--- src/core/dtc_map.svh ---
// Register indices, field positions, reset values and counts of the timers
`ifndef DTC_MAP_SVH
`define DTC_MAP_SVH

// Register indices; the byte address is four times the index
`define DTC_A_LOW_COUNT 10'h106
`define DTC_A_HIGH_HOLD 10'h108
`define DTC_A_HIGH_COUNT 10'h10a
`define DTC_A_LOW_PERIOD 10'h10c
`define DTC_A_HIGH_PERIOD 10'h10e
`define DTC_A_LOW_CONTROL 10'h110
`define DTC_A_HIGH_CONTROL 10'h112
`define DTC_B_LOW_COUNT 10'h114
`define DTC_B_HIGH_HOLD 10'h116
`define DTC_B_HIGH_COUNT 10'h118
`define DTC_B_LOW_PERIOD 10'h11a
`define DTC_B_HIGH_PERIOD 10'h11c
`define DTC_B_LOW_CONTROL 10'h11e
`define DTC_B_HIGH_CONTROL 10'h120
`define DTC_IRQ_FLAG_REG0 10'h084
`define DTC_IRQ_ENABLE_REG0 10'h08c
`define DTC_CAP_BUF0 10'h140
`define DTC_CAP_END 10'h160

// Timer control fields
`define DTC_CTL_ON 15
`define DTC_CTL_IDLE 13
`define DTC_CTL_GATE 6
`define DTC_CTL_PS_HI 5
`define DTC_CTL_PS_LO 4
`define DTC_CTL_CASC 3
`define DTC_CTL_SRC 1
`define DTC_CTL_WMASK_LO 16'ha07a
`define DTC_CTL_WMASK_HI 16'ha072
`define DTC_CTL_RESET 16'h0000
`define DTC_PER_RESET 16'hffff
`define DTC_CNT_RESET 16'h0000

// Prescaler terminal counts for 1, 8, 64 and 256
`define DTC_PSC_LIM1 8'h00
`define DTC_PSC_LIM8 8'h07
`define DTC_PSC_LIM64 8'h3f
`define DTC_PSC_LIM256 8'hff

// Interrupt flag and enable bits, bit of timer t is BIT0 + t
`define DTC_IRQ_BIT0 6
`define DTC_IRQ_MASK 16'h03c0

// Capture control fields and modes
`define DTC_CAP_NE_BIT 3
`define DTC_CAP_OV_BIT 4
`define DTC_CAP_OFF 3'h0
`define DTC_CAP_ANY_EDGE 3'h1
`define DTC_CAP_FALL 3'h2
`define DTC_CAP_RISE 3'h3
`define DTC_CAP_RISE4 3'h4
`define DTC_CAP_RISE16 3'h5
`define DTC_CAP_LIM4 4'h3
`define DTC_CAP_LIM16 4'hf
`define DTC_CAP_DEPTH 4
`define DTC_CAP_FULL 3'h4

// Bus responses
`define DTC_RESP_OKAY 2'h0
`define DTC_RESP_SLVERR 2'h2

`endif

--- src/core/dtc_pkg.sv ---
// Types shared by the timer and capture block
package dtc_pkg;

  typedef enum logic [3:0] {
    K_NONE = 4'h0,
    K_CNT = 4'h1,
    K_HOLD = 4'h2,
    K_PER = 4'h3,
    K_CTL = 4'h4,
    K_CAPBUF = 4'h5,
    K_CAPCTL = 4'h6,
    K_IRQFLAG = 4'h7,
    K_IRQEN = 4'h8
  } dtc_kind_e;

  typedef struct packed {
    dtc_kind_e kind;
    logic [2:0] unit;
  } dtc_dec_s;

endpackage

--- src/core/dtc_top.sv ---
// Two cascadable timer pairs and eight capture channels on AXI4-Lite
`timescale 1ns/10ps
`include "dtc_map.svh"
module dtc_top (
  input wire logic aclk,
  input wire logic aresetn,
  input wire logic [11:0] s_axi_awaddr,
  input wire logic s_axi_awvalid,
  output logic s_axi_awready,
  input wire logic [31:0] s_axi_wdata,
  input wire logic [3:0] s_axi_wstrb,
  input wire logic s_axi_wvalid,
  output logic s_axi_wready,
  output logic [1:0] s_axi_bresp,
  output logic s_axi_bvalid,
  input wire logic s_axi_bready,
  input wire logic [11:0] s_axi_araddr,
  input wire logic s_axi_arvalid,
  output logic s_axi_arready,
  output logic [31:0] s_axi_rdata,
  output logic [1:0] s_axi_rresp,
  output logic s_axi_rvalid,
  input wire logic s_axi_rready,
  input wire logic sleep,
  input wire logic [3:0] timer_pin,
  input wire logic [7:0] cap_pin,
  output logic [3:0] irq_req,
  output logic adc_trigger
);
  logic [15:0] cnt_r [4];
  logic [15:0] cnt_nxt [4];
  logic [15:0] per_r [4];
  logic [15:0] per_nxt [4];
  logic [15:0] ctl_r [4];
  logic [15:0] ctl_nxt [4];
  logic [7:0] psc_r [4];
  logic [7:0] psc_nxt [4];
  logic [15:0] hold_r [2];
  logic [15:0] hold_nxt [2];
  logic [15:0] flag_r;
  logic [15:0] flag_nxt;
  logic [15:0] en_r;
  logic [15:0] en_nxt;
  logic adc_r;
  logic adc_nxt;
  logic [3:0] tick;
  logic [3:0] flag_set;
  logic [2:0] cmode_r [8];
  logic [2:0] cmode_nxt [8];
  logic [3:0] cpsc_r [8];
  logic [3:0] cpsc_nxt [8];
  logic [7:0] ovf_r;
  logic [7:0] ovf_nxt;
  logic [7:0] push;
  logic [7:0] pop;
  logic [15:0] head [8];
  logic [2:0] level [8];
  logic [11:0] pin_s1_r;
  logic [11:0] pin_s2_r;
  logic [11:0] pin_d_r;
  logic [11:0] rise;
  logic [11:0] fall;
  logic bvalid_r;
  logic bvalid_nxt;
  logic [1:0] bresp_r;
  logic [1:0] bresp_nxt;
  logic rvalid_r;
  logic rvalid_nxt;
  logic [31:0] rdata_r;
  logic [31:0] rdata_nxt;
  logic [1:0] rresp_r;
  logic [1:0] rresp_nxt;
  logic wr_go;
  logic rd_go;
  dtc_pkg::dtc_dec_s wdec;
  dtc_pkg::dtc_dec_s rdec;
  logic [15:0] wval;

  function automatic dtc_pkg::dtc_dec_s decode(input logic [9:0] idx);
    logic [9:0] rel;
    rel = idx - `DTC_CAP_BUF0;
    decode = '{dtc_pkg::K_NONE, 3'h0};
    if (idx == `DTC_A_LOW_COUNT) begin
      decode = '{dtc_pkg::K_CNT, 3'h0};
    end else if (idx == `DTC_A_HIGH_HOLD) begin
      decode = '{dtc_pkg::K_HOLD, 3'h0};
    end else if (idx == `DTC_A_HIGH_COUNT) begin
      decode = '{dtc_pkg::K_CNT, 3'h1};
    end else if (idx == `DTC_A_LOW_PERIOD) begin
      decode = '{dtc_pkg::K_PER, 3'h0};
    end else if (idx == `DTC_A_HIGH_PERIOD) begin
      decode = '{dtc_pkg::K_PER, 3'h1};
    end else if (idx == `DTC_A_LOW_CONTROL) begin
      decode = '{dtc_pkg::K_CTL, 3'h0};
    end else if (idx == `DTC_A_HIGH_CONTROL) begin
      decode = '{dtc_pkg::K_CTL, 3'h1};
    end else if (idx == `DTC_B_LOW_COUNT) begin
      decode = '{dtc_pkg::K_CNT, 3'h2};
    end else if (idx == `DTC_B_HIGH_HOLD) begin
      decode = '{dtc_pkg::K_HOLD, 3'h1};
    end else if (idx == `DTC_B_HIGH_COUNT) begin
      decode = '{dtc_pkg::K_CNT, 3'h3};
    end else if (idx == `DTC_B_LOW_PERIOD) begin
      decode = '{dtc_pkg::K_PER, 3'h2};
    end else if (idx == `DTC_B_HIGH_PERIOD) begin
      decode = '{dtc_pkg::K_PER, 3'h3};
    end else if (idx == `DTC_B_LOW_CONTROL) begin
      decode = '{dtc_pkg::K_CTL, 3'h2};
    end else if (idx == `DTC_B_HIGH_CONTROL) begin
      decode = '{dtc_pkg::K_CTL, 3'h3};
    end else if (idx == `DTC_IRQ_FLAG_REG0) begin
      decode = '{dtc_pkg::K_IRQFLAG, 3'h0};
    end else if (idx == `DTC_IRQ_ENABLE_REG0) begin
      decode = '{dtc_pkg::K_IRQEN, 3'h0};
    end else if (idx >= `DTC_CAP_BUF0 && idx < `DTC_CAP_END && !rel[0]) begin
      if (rel[1]) begin
        decode = '{dtc_pkg::K_CAPCTL, rel[4:2]};
      end else begin
        decode = '{dtc_pkg::K_CAPBUF, rel[4:2]};
      end
    end
  endfunction

  function automatic logic [7:0] psc_limit(input logic [1:0] code);
    case (code)
      2'h0: psc_limit = `DTC_PSC_LIM1;
      2'h1: psc_limit = `DTC_PSC_LIM8;
      2'h2: psc_limit = `DTC_PSC_LIM64;
      default: psc_limit = `DTC_PSC_LIM256;
    endcase
  endfunction

  // Pins are asynchronous: two flops, then a third for edge detection
  always_ff @(posedge aclk) begin
    if (!aresetn) begin
      pin_s1_r <= 12'h000;
      pin_s2_r <= 12'h000;
      pin_d_r <= 12'h000;
    end else begin
      pin_s1_r <= {cap_pin, timer_pin};
      pin_s2_r <= pin_s1_r;
      pin_d_r <= pin_s2_r;
    end
  end
  assign rise = pin_s2_r & ~pin_d_r;
  assign fall = ~pin_s2_r & pin_d_r;

  // Bus handshake: write address and data are taken together
  assign s_axi_awready = s_axi_awvalid && s_axi_wvalid && !bvalid_r;
  assign s_axi_wready = s_axi_awready;
  assign s_axi_arready = !rvalid_r;
  assign wr_go = s_axi_awready;
  assign rd_go = s_axi_arvalid && s_axi_arready;
  assign wdec = decode(s_axi_awaddr[11:2]);
  assign rdec = decode(s_axi_araddr[11:2]);
  assign wval = {s_axi_wstrb[1] ? s_axi_wdata[15:8] : 8'h00,
                 s_axi_wstrb[0] ? s_axi_wdata[7:0] : 8'h00};

  // Timer group
  always_comb begin
    logic casc;
    logic ev;
    logic [1:0] u;
    int lo;
    int hi;
    casc = 1'b0;
    ev = 1'b0;
    u = 2'h0;
    lo = 0;
    hi = 0;
    hold_nxt = hold_r;
    en_nxt = en_r;
    adc_nxt = 1'b0;
    flag_set = 4'h0;
    tick = 4'h0;
    for (int t = 0; t < 4; t++) begin
      cnt_nxt[t] = cnt_r[t];
      per_nxt[t] = per_r[t];
      ctl_nxt[t] = ctl_r[t];
      psc_nxt[t] = psc_r[t];
      casc = ctl_r[t & 2][`DTC_CTL_CASC] && (t % 2 == 1);
      // Internal clock is gone in sleep, so nothing advances
      ev = ctl_r[t][`DTC_CTL_ON] && !sleep && !casc &&
           (ctl_r[t][`DTC_CTL_SRC] ? rise[t] :
            (ctl_r[t][`DTC_CTL_GATE] ? pin_s2_r[t] : 1'b1));
      if (ev) begin
        if (psc_r[t] == psc_limit(ctl_r[t][`DTC_CTL_PS_HI:`DTC_CTL_PS_LO]))
        begin
          psc_nxt[t] = 8'h00;
          tick[t] = 1'b1;
        end else begin
          psc_nxt[t] = psc_r[t] + 8'h01;
        end
      end
      if (ctl_r[t][`DTC_CTL_ON] && !sleep && !casc &&
          ctl_r[t][`DTC_CTL_GATE] && !ctl_r[t][`DTC_CTL_SRC] && fall[t])
      begin
        flag_set[t | (ctl_r[t & 2][`DTC_CTL_CASC] ? 1 : 0)] = 1'b1;
      end
    end
    for (int p = 0; p < 2; p++) begin
      lo = 2 * p;
      hi = 2 * p + 1;
      if (ctl_r[lo][`DTC_CTL_CASC]) begin
        if (tick[lo]) begin
          // Low timer is the low word, high timer the high word
          if ({cnt_r[hi], cnt_r[lo]} == {per_r[hi], per_r[lo]}) begin
            cnt_nxt[hi] = 16'h0000;
            cnt_nxt[lo] = 16'h0000;
            flag_set[hi] = 1'b1;
            adc_nxt = adc_nxt || (p == 0);
          end else begin
            {cnt_nxt[hi], cnt_nxt[lo]} = {cnt_r[hi], cnt_r[lo]} + 32'h1;
          end
        end
      end else begin
        for (int t = lo; t <= hi; t++) begin
          if (tick[t]) begin
            if (cnt_r[t] == per_r[t]) begin
              cnt_nxt[t] = 16'h0000;
              flag_set[t] = 1'b1;
              adc_nxt = adc_nxt || (t == 1);
            end else begin
              cnt_nxt[t] = cnt_r[t] + 16'h0001;
            end
          end
        end
      end
    end
    if (rd_go && rdec.kind == dtc_pkg::K_CNT && !rdec.unit[0]) begin
      hold_nxt[rdec.unit[1]] = cnt_r[{rdec.unit[1], 1'b1}];
    end
    u = wdec.unit[1:0];
    if (wr_go) begin
      case (wdec.kind)
        dtc_pkg::K_CNT: begin
          cnt_nxt[u] = wval;
          psc_nxt[u] = 8'h00;
          if (!u[0] && ctl_r[u][`DTC_CTL_CASC]) begin
            cnt_nxt[u | 2'h1] = hold_r[u[1]];
          end
        end
        dtc_pkg::K_HOLD: hold_nxt[wdec.unit[0]] = wval;
        dtc_pkg::K_PER: per_nxt[u] = wval;
        dtc_pkg::K_CTL: begin
          ctl_nxt[u] = wval & (u[0] ? `DTC_CTL_WMASK_HI : `DTC_CTL_WMASK_LO);
          psc_nxt[u] = 8'h00;
        end
        dtc_pkg::K_IRQEN: en_nxt = wval & `DTC_IRQ_MASK;
        default: ;
      endcase
    end
    // A hardware event in the clearing cycle is kept
    flag_nxt = (wr_go && wdec.kind == dtc_pkg::K_IRQFLAG) ?
               (wval & `DTC_IRQ_MASK) : flag_r;
    flag_nxt = flag_nxt | ({6'h00, flag_set, 6'h00});
  end

  always_ff @(posedge aclk) begin
    if (!aresetn) begin
      for (int t = 0; t < 4; t++) begin
        cnt_r[t] <= `DTC_CNT_RESET;
        per_r[t] <= `DTC_PER_RESET;
        ctl_r[t] <= `DTC_CTL_RESET;
        psc_r[t] <= 8'h00;
      end
      hold_r[0] <= `DTC_CNT_RESET;
      hold_r[1] <= `DTC_CNT_RESET;
      flag_r <= 16'h0000;
      en_r <= 16'h0000;
      adc_r <= 1'b0;
    end else begin
      for (int t = 0; t < 4; t++) begin
        cnt_r[t] <= cnt_nxt[t];
        per_r[t] <= per_nxt[t];
        ctl_r[t] <= ctl_nxt[t];
        psc_r[t] <= psc_nxt[t];
      end
      hold_r <= hold_nxt;
      flag_r <= flag_nxt;
      en_r <= en_nxt;
      adc_r <= adc_nxt;
    end
  end

  assign irq_req = flag_r[`DTC_IRQ_BIT0 +: 4] & en_r[`DTC_IRQ_BIT0 +: 4];
  assign adc_trigger = adc_r;

  // Capture group
  always_comb begin
    logic trig;
    logic r;
    logic f;
    logic full;
    logic ne;
    trig = 1'b0;
    r = 1'b0;
    f = 1'b0;
    full = 1'b0;
    ne = 1'b0;
    for (int c = 0; c < 8; c++) begin
      r = rise[4 + c];
      f = fall[4 + c];
      full = level[c] == `DTC_CAP_FULL;
      ne = level[c] != 3'h0;
      cmode_nxt[c] = cmode_r[c];
      cpsc_nxt[c] = cpsc_r[c];
      ovf_nxt[c] = ovf_r[c];
      case (cmode_r[c])
        `DTC_CAP_ANY_EDGE: trig = r || f;
        `DTC_CAP_FALL: trig = f;
        `DTC_CAP_RISE: trig = r;
        `DTC_CAP_RISE4: trig = r && cpsc_r[c] == `DTC_CAP_LIM4;
        `DTC_CAP_RISE16: trig = r && cpsc_r[c] == `DTC_CAP_LIM16;
        default: trig = 1'b0;
      endcase
      if (cmode_r[c] == `DTC_CAP_OFF) begin
        cpsc_nxt[c] = 4'h0;
      end else if (r && (cmode_r[c] == `DTC_CAP_RISE4 ||
                         cmode_r[c] == `DTC_CAP_RISE16)) begin
        cpsc_nxt[c] = trig ? 4'h0 : cpsc_r[c] + 4'h1;
      end
      // Blocked after overflow until every stored word is gone
      push[c] = trig && !full && !(ovf_r[c] && ne);
      pop[c] = rd_go && rdec.kind == dtc_pkg::K_CAPBUF &&
               rdec.unit == c[2:0] && ne;
      if (wr_go && wdec.kind == dtc_pkg::K_CAPCTL && wdec.unit == c[2:0])
      begin
        cmode_nxt[c] = wval[2:0];
        ovf_nxt[c] = wval[`DTC_CAP_OV_BIT] && ovf_r[c];
      end
      // Any-edge mode never reports overflow
      if (trig && full && cmode_r[c] != `DTC_CAP_ANY_EDGE) begin
        ovf_nxt[c] = 1'b1;
      end
    end
  end

  always_ff @(posedge aclk) begin
    if (!aresetn) begin
      for (int c = 0; c < 8; c++) begin
        cmode_r[c] <= `DTC_CAP_OFF;
        cpsc_r[c] <= 4'h0;
      end
      ovf_r <= 8'h00;
    end else begin
      cmode_r <= cmode_nxt;
      cpsc_r <= cpsc_nxt;
      ovf_r <= ovf_nxt;
    end
  end

  // Time base is always a first-pair timer
  for (genvar c = 0; c < 8; c++) begin : g_cap
    dtc_cap_fifo u_fifo (
      .aclk(aclk),
      .aresetn(aresetn),
      .push(push[c]),
      .push_data(cnt_r[1]),
      .pop(pop[c]),
      .head_data(head[c]),
      .level(level[c])
    );
  end

  // Bus response group
  always_comb begin
    bvalid_nxt = bvalid_r && !s_axi_bready;
    bresp_nxt = bresp_r;
    rvalid_nxt = rvalid_r && !s_axi_rready;
    rdata_nxt = rdata_r;
    rresp_nxt = rresp_r;
    if (wr_go) begin
      bvalid_nxt = 1'b1;
      bresp_nxt = wdec.kind == dtc_pkg::K_NONE ? `DTC_RESP_SLVERR
                                               : `DTC_RESP_OKAY;
    end
    if (rd_go) begin
      rvalid_nxt = 1'b1;
      rresp_nxt = `DTC_RESP_OKAY;
      case (rdec.kind)
        dtc_pkg::K_CNT: rdata_nxt = {16'h0000, cnt_r[rdec.unit[1:0]]};
        dtc_pkg::K_HOLD: rdata_nxt = {16'h0000, hold_r[rdec.unit[0]]};
        dtc_pkg::K_PER: rdata_nxt = {16'h0000, per_r[rdec.unit[1:0]]};
        dtc_pkg::K_CTL: rdata_nxt = {16'h0000, ctl_r[rdec.unit[1:0]]};
        dtc_pkg::K_CAPBUF: rdata_nxt = {16'h0000, head[rdec.unit]};
        dtc_pkg::K_CAPCTL: rdata_nxt = {27'h0, ovf_r[rdec.unit],
          level[rdec.unit] != 3'h0, cmode_r[rdec.unit]};
        dtc_pkg::K_IRQFLAG: rdata_nxt = {16'h0000, flag_r};
        dtc_pkg::K_IRQEN: rdata_nxt = {16'h0000, en_r};
        default: begin
          rdata_nxt = 32'h0000_0000;
          rresp_nxt = `DTC_RESP_SLVERR;
        end
      endcase
    end
  end

  always_ff @(posedge aclk) begin
    if (!aresetn) begin
      bvalid_r <= 1'b0;
      bresp_r <= `DTC_RESP_OKAY;
      rvalid_r <= 1'b0;
      rdata_r <= 32'h0000_0000;
      rresp_r <= `DTC_RESP_OKAY;
    end else begin
      bvalid_r <= bvalid_nxt;
      bresp_r <= bresp_nxt;
      rvalid_r <= rvalid_nxt;
      rdata_r <= rdata_nxt;
      rresp_r <= rresp_nxt;
    end
  end

  assign s_axi_bvalid = bvalid_r;
  assign s_axi_bresp = bresp_r;
  assign s_axi_rvalid = rvalid_r;
  assign s_axi_rdata = rdata_r;
  assign s_axi_rresp = rresp_r;
endmodule // dtc_top

--- src/core/dtc_cap_fifo.sv ---
// Four-word capture store that shifts forward on every read that finds it not empty
`timescale 1ns/10ps
`include "dtc_map.svh"
module dtc_cap_fifo (
  input wire logic aclk,
  input wire logic aresetn,
  input wire logic push,
  input wire logic [15:0] push_data,
  input wire logic pop,
  output logic [15:0] head_data,
  output logic [2:0] level
);
  logic [15:0] mem_r [`DTC_CAP_DEPTH];
  logic [15:0] mem_nxt [`DTC_CAP_DEPTH];
  logic [2:0] lvl_r;
  logic [2:0] lvl_nxt;
  logic do_pop;
  logic do_push;
  logic [2:0] wpos;

  always_comb begin
    do_pop = pop && (lvl_r != 3'h0);
    do_push = push && (lvl_r != `DTC_CAP_FULL);
    wpos = do_pop ? lvl_r - 3'h1 : lvl_r;
    for (int i = 0; i < `DTC_CAP_DEPTH; i++) begin
      mem_nxt[i] = mem_r[i];
    end
    if (do_pop) begin
      for (int i = 0; i < `DTC_CAP_DEPTH - 1; i++) begin
        mem_nxt[i] = mem_r[i + 1];
      end
    end
    if (do_push) begin
      mem_nxt[wpos[1:0]] = push_data;
    end
    lvl_nxt = lvl_r + {2'h0, do_push} - {2'h0, do_pop};
  end

  always_ff @(posedge aclk) begin
    if (!aresetn) begin
      lvl_r <= 3'h0;
      for (int i = 0; i < `DTC_CAP_DEPTH; i++) begin
        mem_r[i] <= 16'h0000;
      end
    end else begin
      lvl_r <= lvl_nxt;
      for (int i = 0; i < `DTC_CAP_DEPTH; i++) begin
        mem_r[i] <= mem_nxt[i];
      end
    end
  end

  assign head_data = mem_r[0];
  assign level = lvl_r;
endmodule // dtc_cap_fifo

--- config.mk ---
export PLATFORM = sky130hd
export DESIGN_NAME = dtc_top
export DESIGN_NICKNAME = d
export VERILOG_FILES = /design/src/core/dtc_pkg.sv /design/src/core/dtc_top.sv /design/src/core/dtc_cap_fifo.sv
export VERILOG_INCLUDE_DIRS = /design/src /design/src/core
export SDC_FILE = /design/constraint.sdc
export NUM_CORES = 2
export LEC_CHECK = 0
export BUFFER_PORTS_ARGS = -buffer_cell sky130_fd_sc_hd__buf_2
export CAP_MARGIN = 20
export CORE_MARGIN = 5
export CORE_UTILIZATION = 45
export DETAILED_ROUTE_END_ITERATION = 16
export GPL_TIMING_DRIVEN = 0
export MAX_ROUTING_LAYER = met4
export PLACE_DENSITY = 0.64
export SLEW_MARGIN = 20
export SYNTH_ARGS = -nofsm -noshare
export SYNTH_HDL_FRONTEND = slang
export SYNTH_SLANG_ARGS = --single-unit
--- constraint.sdc ---
create_clock -name aclk -period 5.36 [get_ports aclk]
set_input_delay 0.268 -clock aclk [delete_from_list [all_inputs] [get_ports aclk]]
set_output_delay 0.268 -clock aclk [all_outputs]
set_load 0.02 [all_outputs]
# Word-level counts from Yosys, hierarchy flattened
# Memories as Yosys holds them, arrays and structs flattened.
# Index checks and enable logic that the tools add are counted.
[word_totals]
regBits = 215
ram_bits = 736
wordCells = 931
mem_count = 12
[mem_list]
columns = ["memory", "depth", "word_bits", "rd", "rd_ports_with_merged_regs", "write_ports", "line", "rtl"]
rows = [
  ["cnt_r", 4, 16, 6, 0, 4, "dtc_top.sv:30", "logic [15:0] cnt_r [4];"],
  ["ctl_r", 4, 16, 6, 0, 4, "dtc_top.sv:34", "logic [15:0] ctl_r [4];"],
  ["g_cap[0].u_fifo.mem_r", 4, 16, 4, 0, 4, "dtc_cap_fifo.sv:13", "logic [15:0] mem_r [`DTC_CAP_DEPTH];"],
  ["g_cap[1].u_fifo.mem_r", 4, 16, 4, 0, 4, "dtc_cap_fifo.sv:13", ""],
  ["g_cap[2].u_fifo.mem_r", 4, 16, 4, 0, 4, "dtc_cap_fifo.sv:13", ""],
  ["g_cap[3].u_fifo.mem_r", 4, 16, 4, 0, 4, "dtc_cap_fifo.sv:13", ""],
  ["+6 memories", "-", "-", "-", "-", "-", "-", ""],
]
[op_classes]
n_addsub = 44
n_lt_le_gt_ge = 40
n_eq_ne = 159
mux = 300
n_bitwise = 76
n_reduce_logical = 255
[op_table]
columns = ["operator", "count"]
rows = [
  ["two-way mux 16 bit", 73],
  ["two-way mux 64 bit", 15],
  ["bitwise mux 64 bit", 12],
  ["two-way mux 48 bit", 8],
  ["two-way mux 32 bit", 11],
  ["demux 16 bit (select 2 bit)", 10],
  ["equality test 10 x 9 -> 1 bit (second input constant)", 28],
  ["two-way mux 7 bit", 32],
  ["logical AND 1 bit", 165],
  ["two-way mux 8 bit", 19],
  ["case mux 16 bit (8 select lines)", 1],
  ["equality test 3 bit (second input constant)", 32],
  ["case mux 8 bit (3 select lines)", 4],
  ["adder 16 x 1 -> 16 bit (second input constant)", 4],
  ["adder 32 x 1 -> 32 bit (second input constant)", 2],
  ["bitwise mux 32 bit", 2],
  ["equality test 16 bit", 4],
  ["equality test 32 bit", 2],
  [">= comparator 32 x 1 -> 1 bit (second input constant)", 2],
  ["less-than comparator 32 x 4 -> 1 bit (second input constant)", 2],
  ["two-way mux 1 bit", 64],
  ["equality test 3 x 2 -> 1 bit (second input constant)", 20],
  ["two-way mux 4 bit", 13],
  ["binary-select mux 16 bit (select 3 bit)", 1],
  ["63 further kinds", 348],
]

# Logic depth before layout (Yosys ltp)
[logic_depth]
word_depth = 34
ltp_mapped = 16
mapped_depth_nobuf = 14

# Cells and area by module
# A second synthesis with hierarchy kept.
[unflattened]
cells_unflattened = 5684
area_unflattened_um2 = 49787.8
[modules_own_cells]
columns = ["mod", "n_inst", "cells_each", "area_each_um2", "seq_area_each_um2"]
rows = [
  ["dtc_cap_fifo at g_cap[0].u_fifo ...", 7, 374, 3473.3, 1341.3],
  ["dtc_top", 1, 2692, 22002.4, 6986.7],
  ["dtc_cap_fifo at g_cap[3].u_fifo", 1, 374, 3472.1, 1341.3],
]

# Least setup slack after synthesis
# No wires, ideal clock.
[synth_timing]
path_kind = "in2reg"
from = "input port s_axi_araddr[6]"
to = "memory g_cap[4].u_fifo.mem_r[3][5]"
setup_time_ns = 0.116
arrival_time_ns = 3.343
t_required_ns = 5.244
path_slack_ns = 1.901
path_stages = 13
path_buffers = 5
cell_sequence = "buf_2 -> buf_2 -> o221a_2 -> o21ai_2 -> buf_4 -> nand2_1 -> nor3_2 -> buf_4 -> ha_1 -> nor2_1 -> o21ai_1 -> clkbuf_1 -> a31o_2"
[synth_rtl]
columns = ["item", "line", "rtl"]
rows = [
  ["start, declared", "dtc_top.sv:17", "input wire logic [11:0] s_axi_araddr,"],
  ["end, declared", "dtc_cap_fifo.sv:13", ""],
]

==> implementation parameters <==
Parameter                              Value

Clocking
  TritonCTS Buffers ... 98
  Clock tree from TritonCTS ... done
  Number of sinks handled by clock tree synthesis ... 885
  CTS max path bufs ... 3
  Number of levels the H-tree was split into ... 3
  Setup Buffers After CTS ... 0
  Clk root buf ... sky130_fd_sc_hd__clkbuf_16
  Resized cells post-CTS ... 0
  Hold Buf Count CTS ... 16
  Clock-pin transition on the worst setup and hold timing paths ... 60 ps
  Clock Latency Late Sink ... 730 ps

Global route
  Global Route Usage Sum ... 0.409
  Overflow after GRT ... 0
  Pin count of the biggest net entering global routing ... 17
  Met1 track utilization from global routing ... 0.508
  Via count of the first global-routing pass ... 41,500
  Met2 routing resource usage after global routing ... 0.598
  Global-route wire length before repair ... 302,000 um
  Grt peak-use layer ... met2
  Global routing met3 resource utilization ... 0.0789
  Initial antenna violation count ... 26

Floorplan
  X dimension of the die ... 324 um
  Rows ... 115
  Starting density of the core ... 0.452
  I/O pin total ... 126
  Overall die area ... 105,000 um2
  Die boundary height ... 324 um
  Core Region ... 98,100 um2

Logic synthesis
  Most common cell in the synthesized netlist ... sky130_fd_sc_hd__nand2_1
  Summed instance area of the synthesized netlist ... 44,300 um2
  Average instance area after synthesis ... 8.07 um2
  Top cell types by occurrence after synthesis ... sky130_fd_sc_hd__nand2_1, sky130_fd_sc_hd__dfxtp_1, sky130_fd_sc_hd__nor2_1, sky130_fd_sc_hd__clkbuf_1, sky130_fd_sc_hd__nand3_1
  Top post-synthesis cells by area ... sky130_fd_sc_hd__dfxtp_1, sky130_fd_sc_hd__nand2_1, sky130_fd_sc_hd__nor2_1
  Synth cell types ... 105
  Portion of synthesized cell area occupied by the leading cell type ... 0.400
  Library cell occupying the most area in the post-synthesis netlist ... sky130_fd_sc_hd__dfxtp_1
  #FFs+latches synth ... 885
  Post-synth EDFFs ... 0
  Cell count after synthesis ... 5,491
  Yosys warning total ... 0
  Seq/Total Area, Yosys ... 0.400
  Most common flop cell mapped by yosys ... sky130_fd_sc_hd__dfxtp_1
  Share of async-settable or async-resettable flops after synthesis ... 0

STA
  Max Clk Rate ... 203 MHz
  Count of final max-slew check failures ... 0
  Unrepaired setup endpoints after global routing ... no
  Count of final setup violators ... 0
  Post-route minimum period ... 4940 ps
  Post-route setup TNS ... 0 ps
  Post-route worst hold slack ... 20.6 ps
  Endpoints failing hold ... 0
  Final worst-path cycle share ... 0.921
  Worst-margin pin slew ... 1330 ps
  Clock skew after layout ... 46.7 ps
  Max-slew headroom at the worst pin ... 0.113

Power
  Proportion of total power due to net switching ... 0.246
  Internal Power ... 10.7 mW
  VDD IR max ... 0.258 mV
  Leakage power ... 17.8 nW
  Part of the total power dissipated in sequential elements ... 0.467
  Relative contribution of combinational cells to total power ... 0.038
  Areal power density over the cells ... 283 nW/um2
  Switching component of the power ... 3.48 mW
  Part of the total power dissipated in the clock network ... 0.494

Final layout
  Area growth from synthesis to layout ... 12.9%
  Final non-filler cell area ... 50,000 um2
  Share of cells above drive strength 1 ... 0.106
  Share of the core filled with cells in the final layout ... 0.510
  Final net count ... 5,852

Hold path
  Sink of the worst hold path ... s_axi_bresp[1]
  Class of the tightest hold or removal check ... input pin to register
  Hold wc startpoint ... s_axi_awvalid
  Depth of the worst hold-timing path ... 5

Routing
  Routed len/inst ... 30.4 um
  DR DRC count ... 0
  Number of detailed-routing iterations run before antenna repair ... 7
  Via density ... 6.37
  Post-detailed-route count of antenna-violating nets ... 0
  Overall via count from detail_route ... 45,200
  Starting DRC count in detailed routing ... 6,542
  Detailed-route wire length ... 216,000 um

Worst setup path
  Capturing point of the worst reg2reg path ... g_cap[2].u_fifo.mem_r[1][6]
  Critical path data arrival time ... 5550 ps
  Req. time, crit path ... 5980 ps
  Length in cells of the worst reg-to-reg path ... 9
  Startpoint of the most critical register-to-register path ... s_axi_rvalid
  Critical Path End Type ... register
  Worst setup path class ... register to register
  Top fanout value on the critical path ... 10
  Setup slack of the worst register-to-register path ... 420 ps
  Launching element type of the critical path ... register

Placement
  Placed wire-length estimate ... 160,000 um
  Routability Congestion ... 1.08
  Number of I/O port buffers ... 81
  Area post-placement ... 46,500 um2

Flow run
  MaxCap Viol Count ... 0

Outcome
  Result of the run ... complete, no violations
[layer usage]
metal / vias to the layer above / share of wire
li1: 19900 / -
met1: 21800 / 0.39
met2: 2786 / 0.42
met3: 738 / 0.10
met4: 0 / 0.090
met5: - / 0
[cell type report]
cell class,count,area (um2)
Sequential cell,885,17700
Multi-Input combinational cell,4036,24200
Clock inverter,34,484
Antenna cell,23,57.6
Timing Repair Buffer,103,622
Inverter,82,308
Fill cell,9658,48100
Buffer,505,2220
Clock buffer,146,2810
Tap cell,1287,1610
[state kept, by name, indices dropped and copies added, names as in the netlist, 8 cells and up]
signal / cells
per_r: 64
ctl_r: 28
g_cap.u_fifo.level: 24
pin_d_r: 12
psc_r: 32
pin_s1_r: 12
g_cap.u_fifo.mem_r: 512
cmode_r: 24
s_axi_rdata: 16
cnt_r: 64
ovf_r: 8
hold_r: 32
cpsc_r: 32
pin_s2_r: 12
[through the flow]
| stage | cells | power, mW | worst slack, ps |
|---|---|---|---|
| 5_1_grt | 7089 | 14.4 | 404 |
| 3_5_place_dp | 6880 | 7.26 | 8.94 |
| 3_3_place_gp | 6876 | 7.26 | -422 |
| 6_report | 7101 | 14.2 | 422 |
| 2_1_floorplan | 5508 | 7.01 | 1900 |
| 4_1_cts | 7076 | 14.1 | 728 |
[critical path: stages (launching register included)]
cell and delay, ps:
sky130_fd_sc_hd__dfxtp_1 330, sky130_fd_sc_hd__nor2b_1 730, sky130_fd_sc_hd__nand2_1 440, sky130_fd_sc_hd__nor3_1 1000, sky130_fd_sc_hd__clkbuf_1 600, sky130_fd_sc_hd__ha_1 380, sky130_fd_sc_hd__or3_1 510, sky130_fd_sc_hd__buf_2 210
sky130_fd_sc_hd__clkbuf_1 280, sky130_fd_sc_hd__a311oi_1 330
[cells in the final DEF, fill, tap and decap left out, types with 49 or more instances in the layout]
master                      netlist  routed
sky130_fd_sc_hd__mux2_2         105     105
sky130_fd_sc_hd__o211ai_1        93      93
sky130_fd_sc_hd__a311oi_1       210     210
sky130_fd_sc_hd__a31oi_1        126     126
sky130_fd_sc_hd__and2_1          61      61
sky130_fd_sc_hd__xor2_1          77      77
sky130_fd_sc_hd__o21ai_0        314     314
sky130_fd_sc_hd__nand4_1         59      59
sky130_fd_sc_hd__nor2_1         494     494
sky130_fd_sc_hd__and3_1          49      49
sky130_fd_sc_hd__inv_1           81      81
sky130_fd_sc_hd__buf_2           66     150
sky130_fd_sc_hd__nand2_1       1062    1062
sky130_fd_sc_hd__xnor2_1         82      82
sky130_fd_sc_hd__clkbuf_16        0      98
sky130_fd_sc_hd__clkbuf_1       362     367
sky130_fd_sc_hd__a21oi_1        154     154
sky130_fd_sc_hd__nor3_1          67      65
sky130_fd_sc_hd__ha_1            53      53
sky130_fd_sc_hd__o21ai_1         59      59
sky130_fd_sc_hd__nand3_1        321     321
sky130_fd_sc_hd__mux2i_1        130     130
sky130_fd_sc_hd__dfxtp_1        885     885
[logic make-up (layout without fill, tap and decap cells)]
| family | Yosys count | after routing | share of synthesized area |
|---|---|---|---|
| simple gates | 2342 | 2342 | 0.238 |
| compound gates | 1182 | 1182 | 0.180 |
| buf+inv | 587 | 870 | 0.0562 |
| mux | 274 | 274 | 0.0758 |
| xor+xnor | 159 | 159 | 0.0314 |
| fa+ha+maj | 61 | 61 | 0.0186 |
| other cells | 1 | 41 | 0.0000846 |
| flops | 885 | 885 | 0.400 |
[worst max path at each step]
stage	from	slack [ps]	end	cells past startpoint
2_1_floorplan	s_axi_araddr[6]	1900	g_cap[4].u_fifo.mem_r[3][5]	13
3_3_place_gp	cnt_r[1][14]	-420	cnt_r[1][11]	9
3_5_place_dp	s_axi_araddr[4]	9	g_cap[2].u_fifo.mem_r[1][6]	13
4_1_cts	s_axi_rvalid	730	g_cap[2].u_fifo.mem_r[1][6]	9
5_1_grt	s_axi_araddr[4]	400	g_cap[0].u_fifo.mem_r[0][2]	14
6_report	s_axi_rvalid	420	g_cap[2].u_fifo.mem_r[1][6]	9
[power by group through the flow]
| stage | combinational [mW] | clock [mW] | sequential (mW) |
|---|---|---|---|
| 6_report | 0.543 | 7.00 | 6.61 |
| 5_1_grt | 0.554 | 7.28 | 6.61 |
| 4_1_cts | 0.517 | 7.01 | 6.61 |
| 3_5_place_dp | 0.507 | 0 | 6.76 |
| 3_3_place_gp | 0.506 | 0 | 6.76 |
| 2_1_floorplan | 0.258 | 0 | 6.75 |
Note: power is estimated with default switching activity, not from simulation.
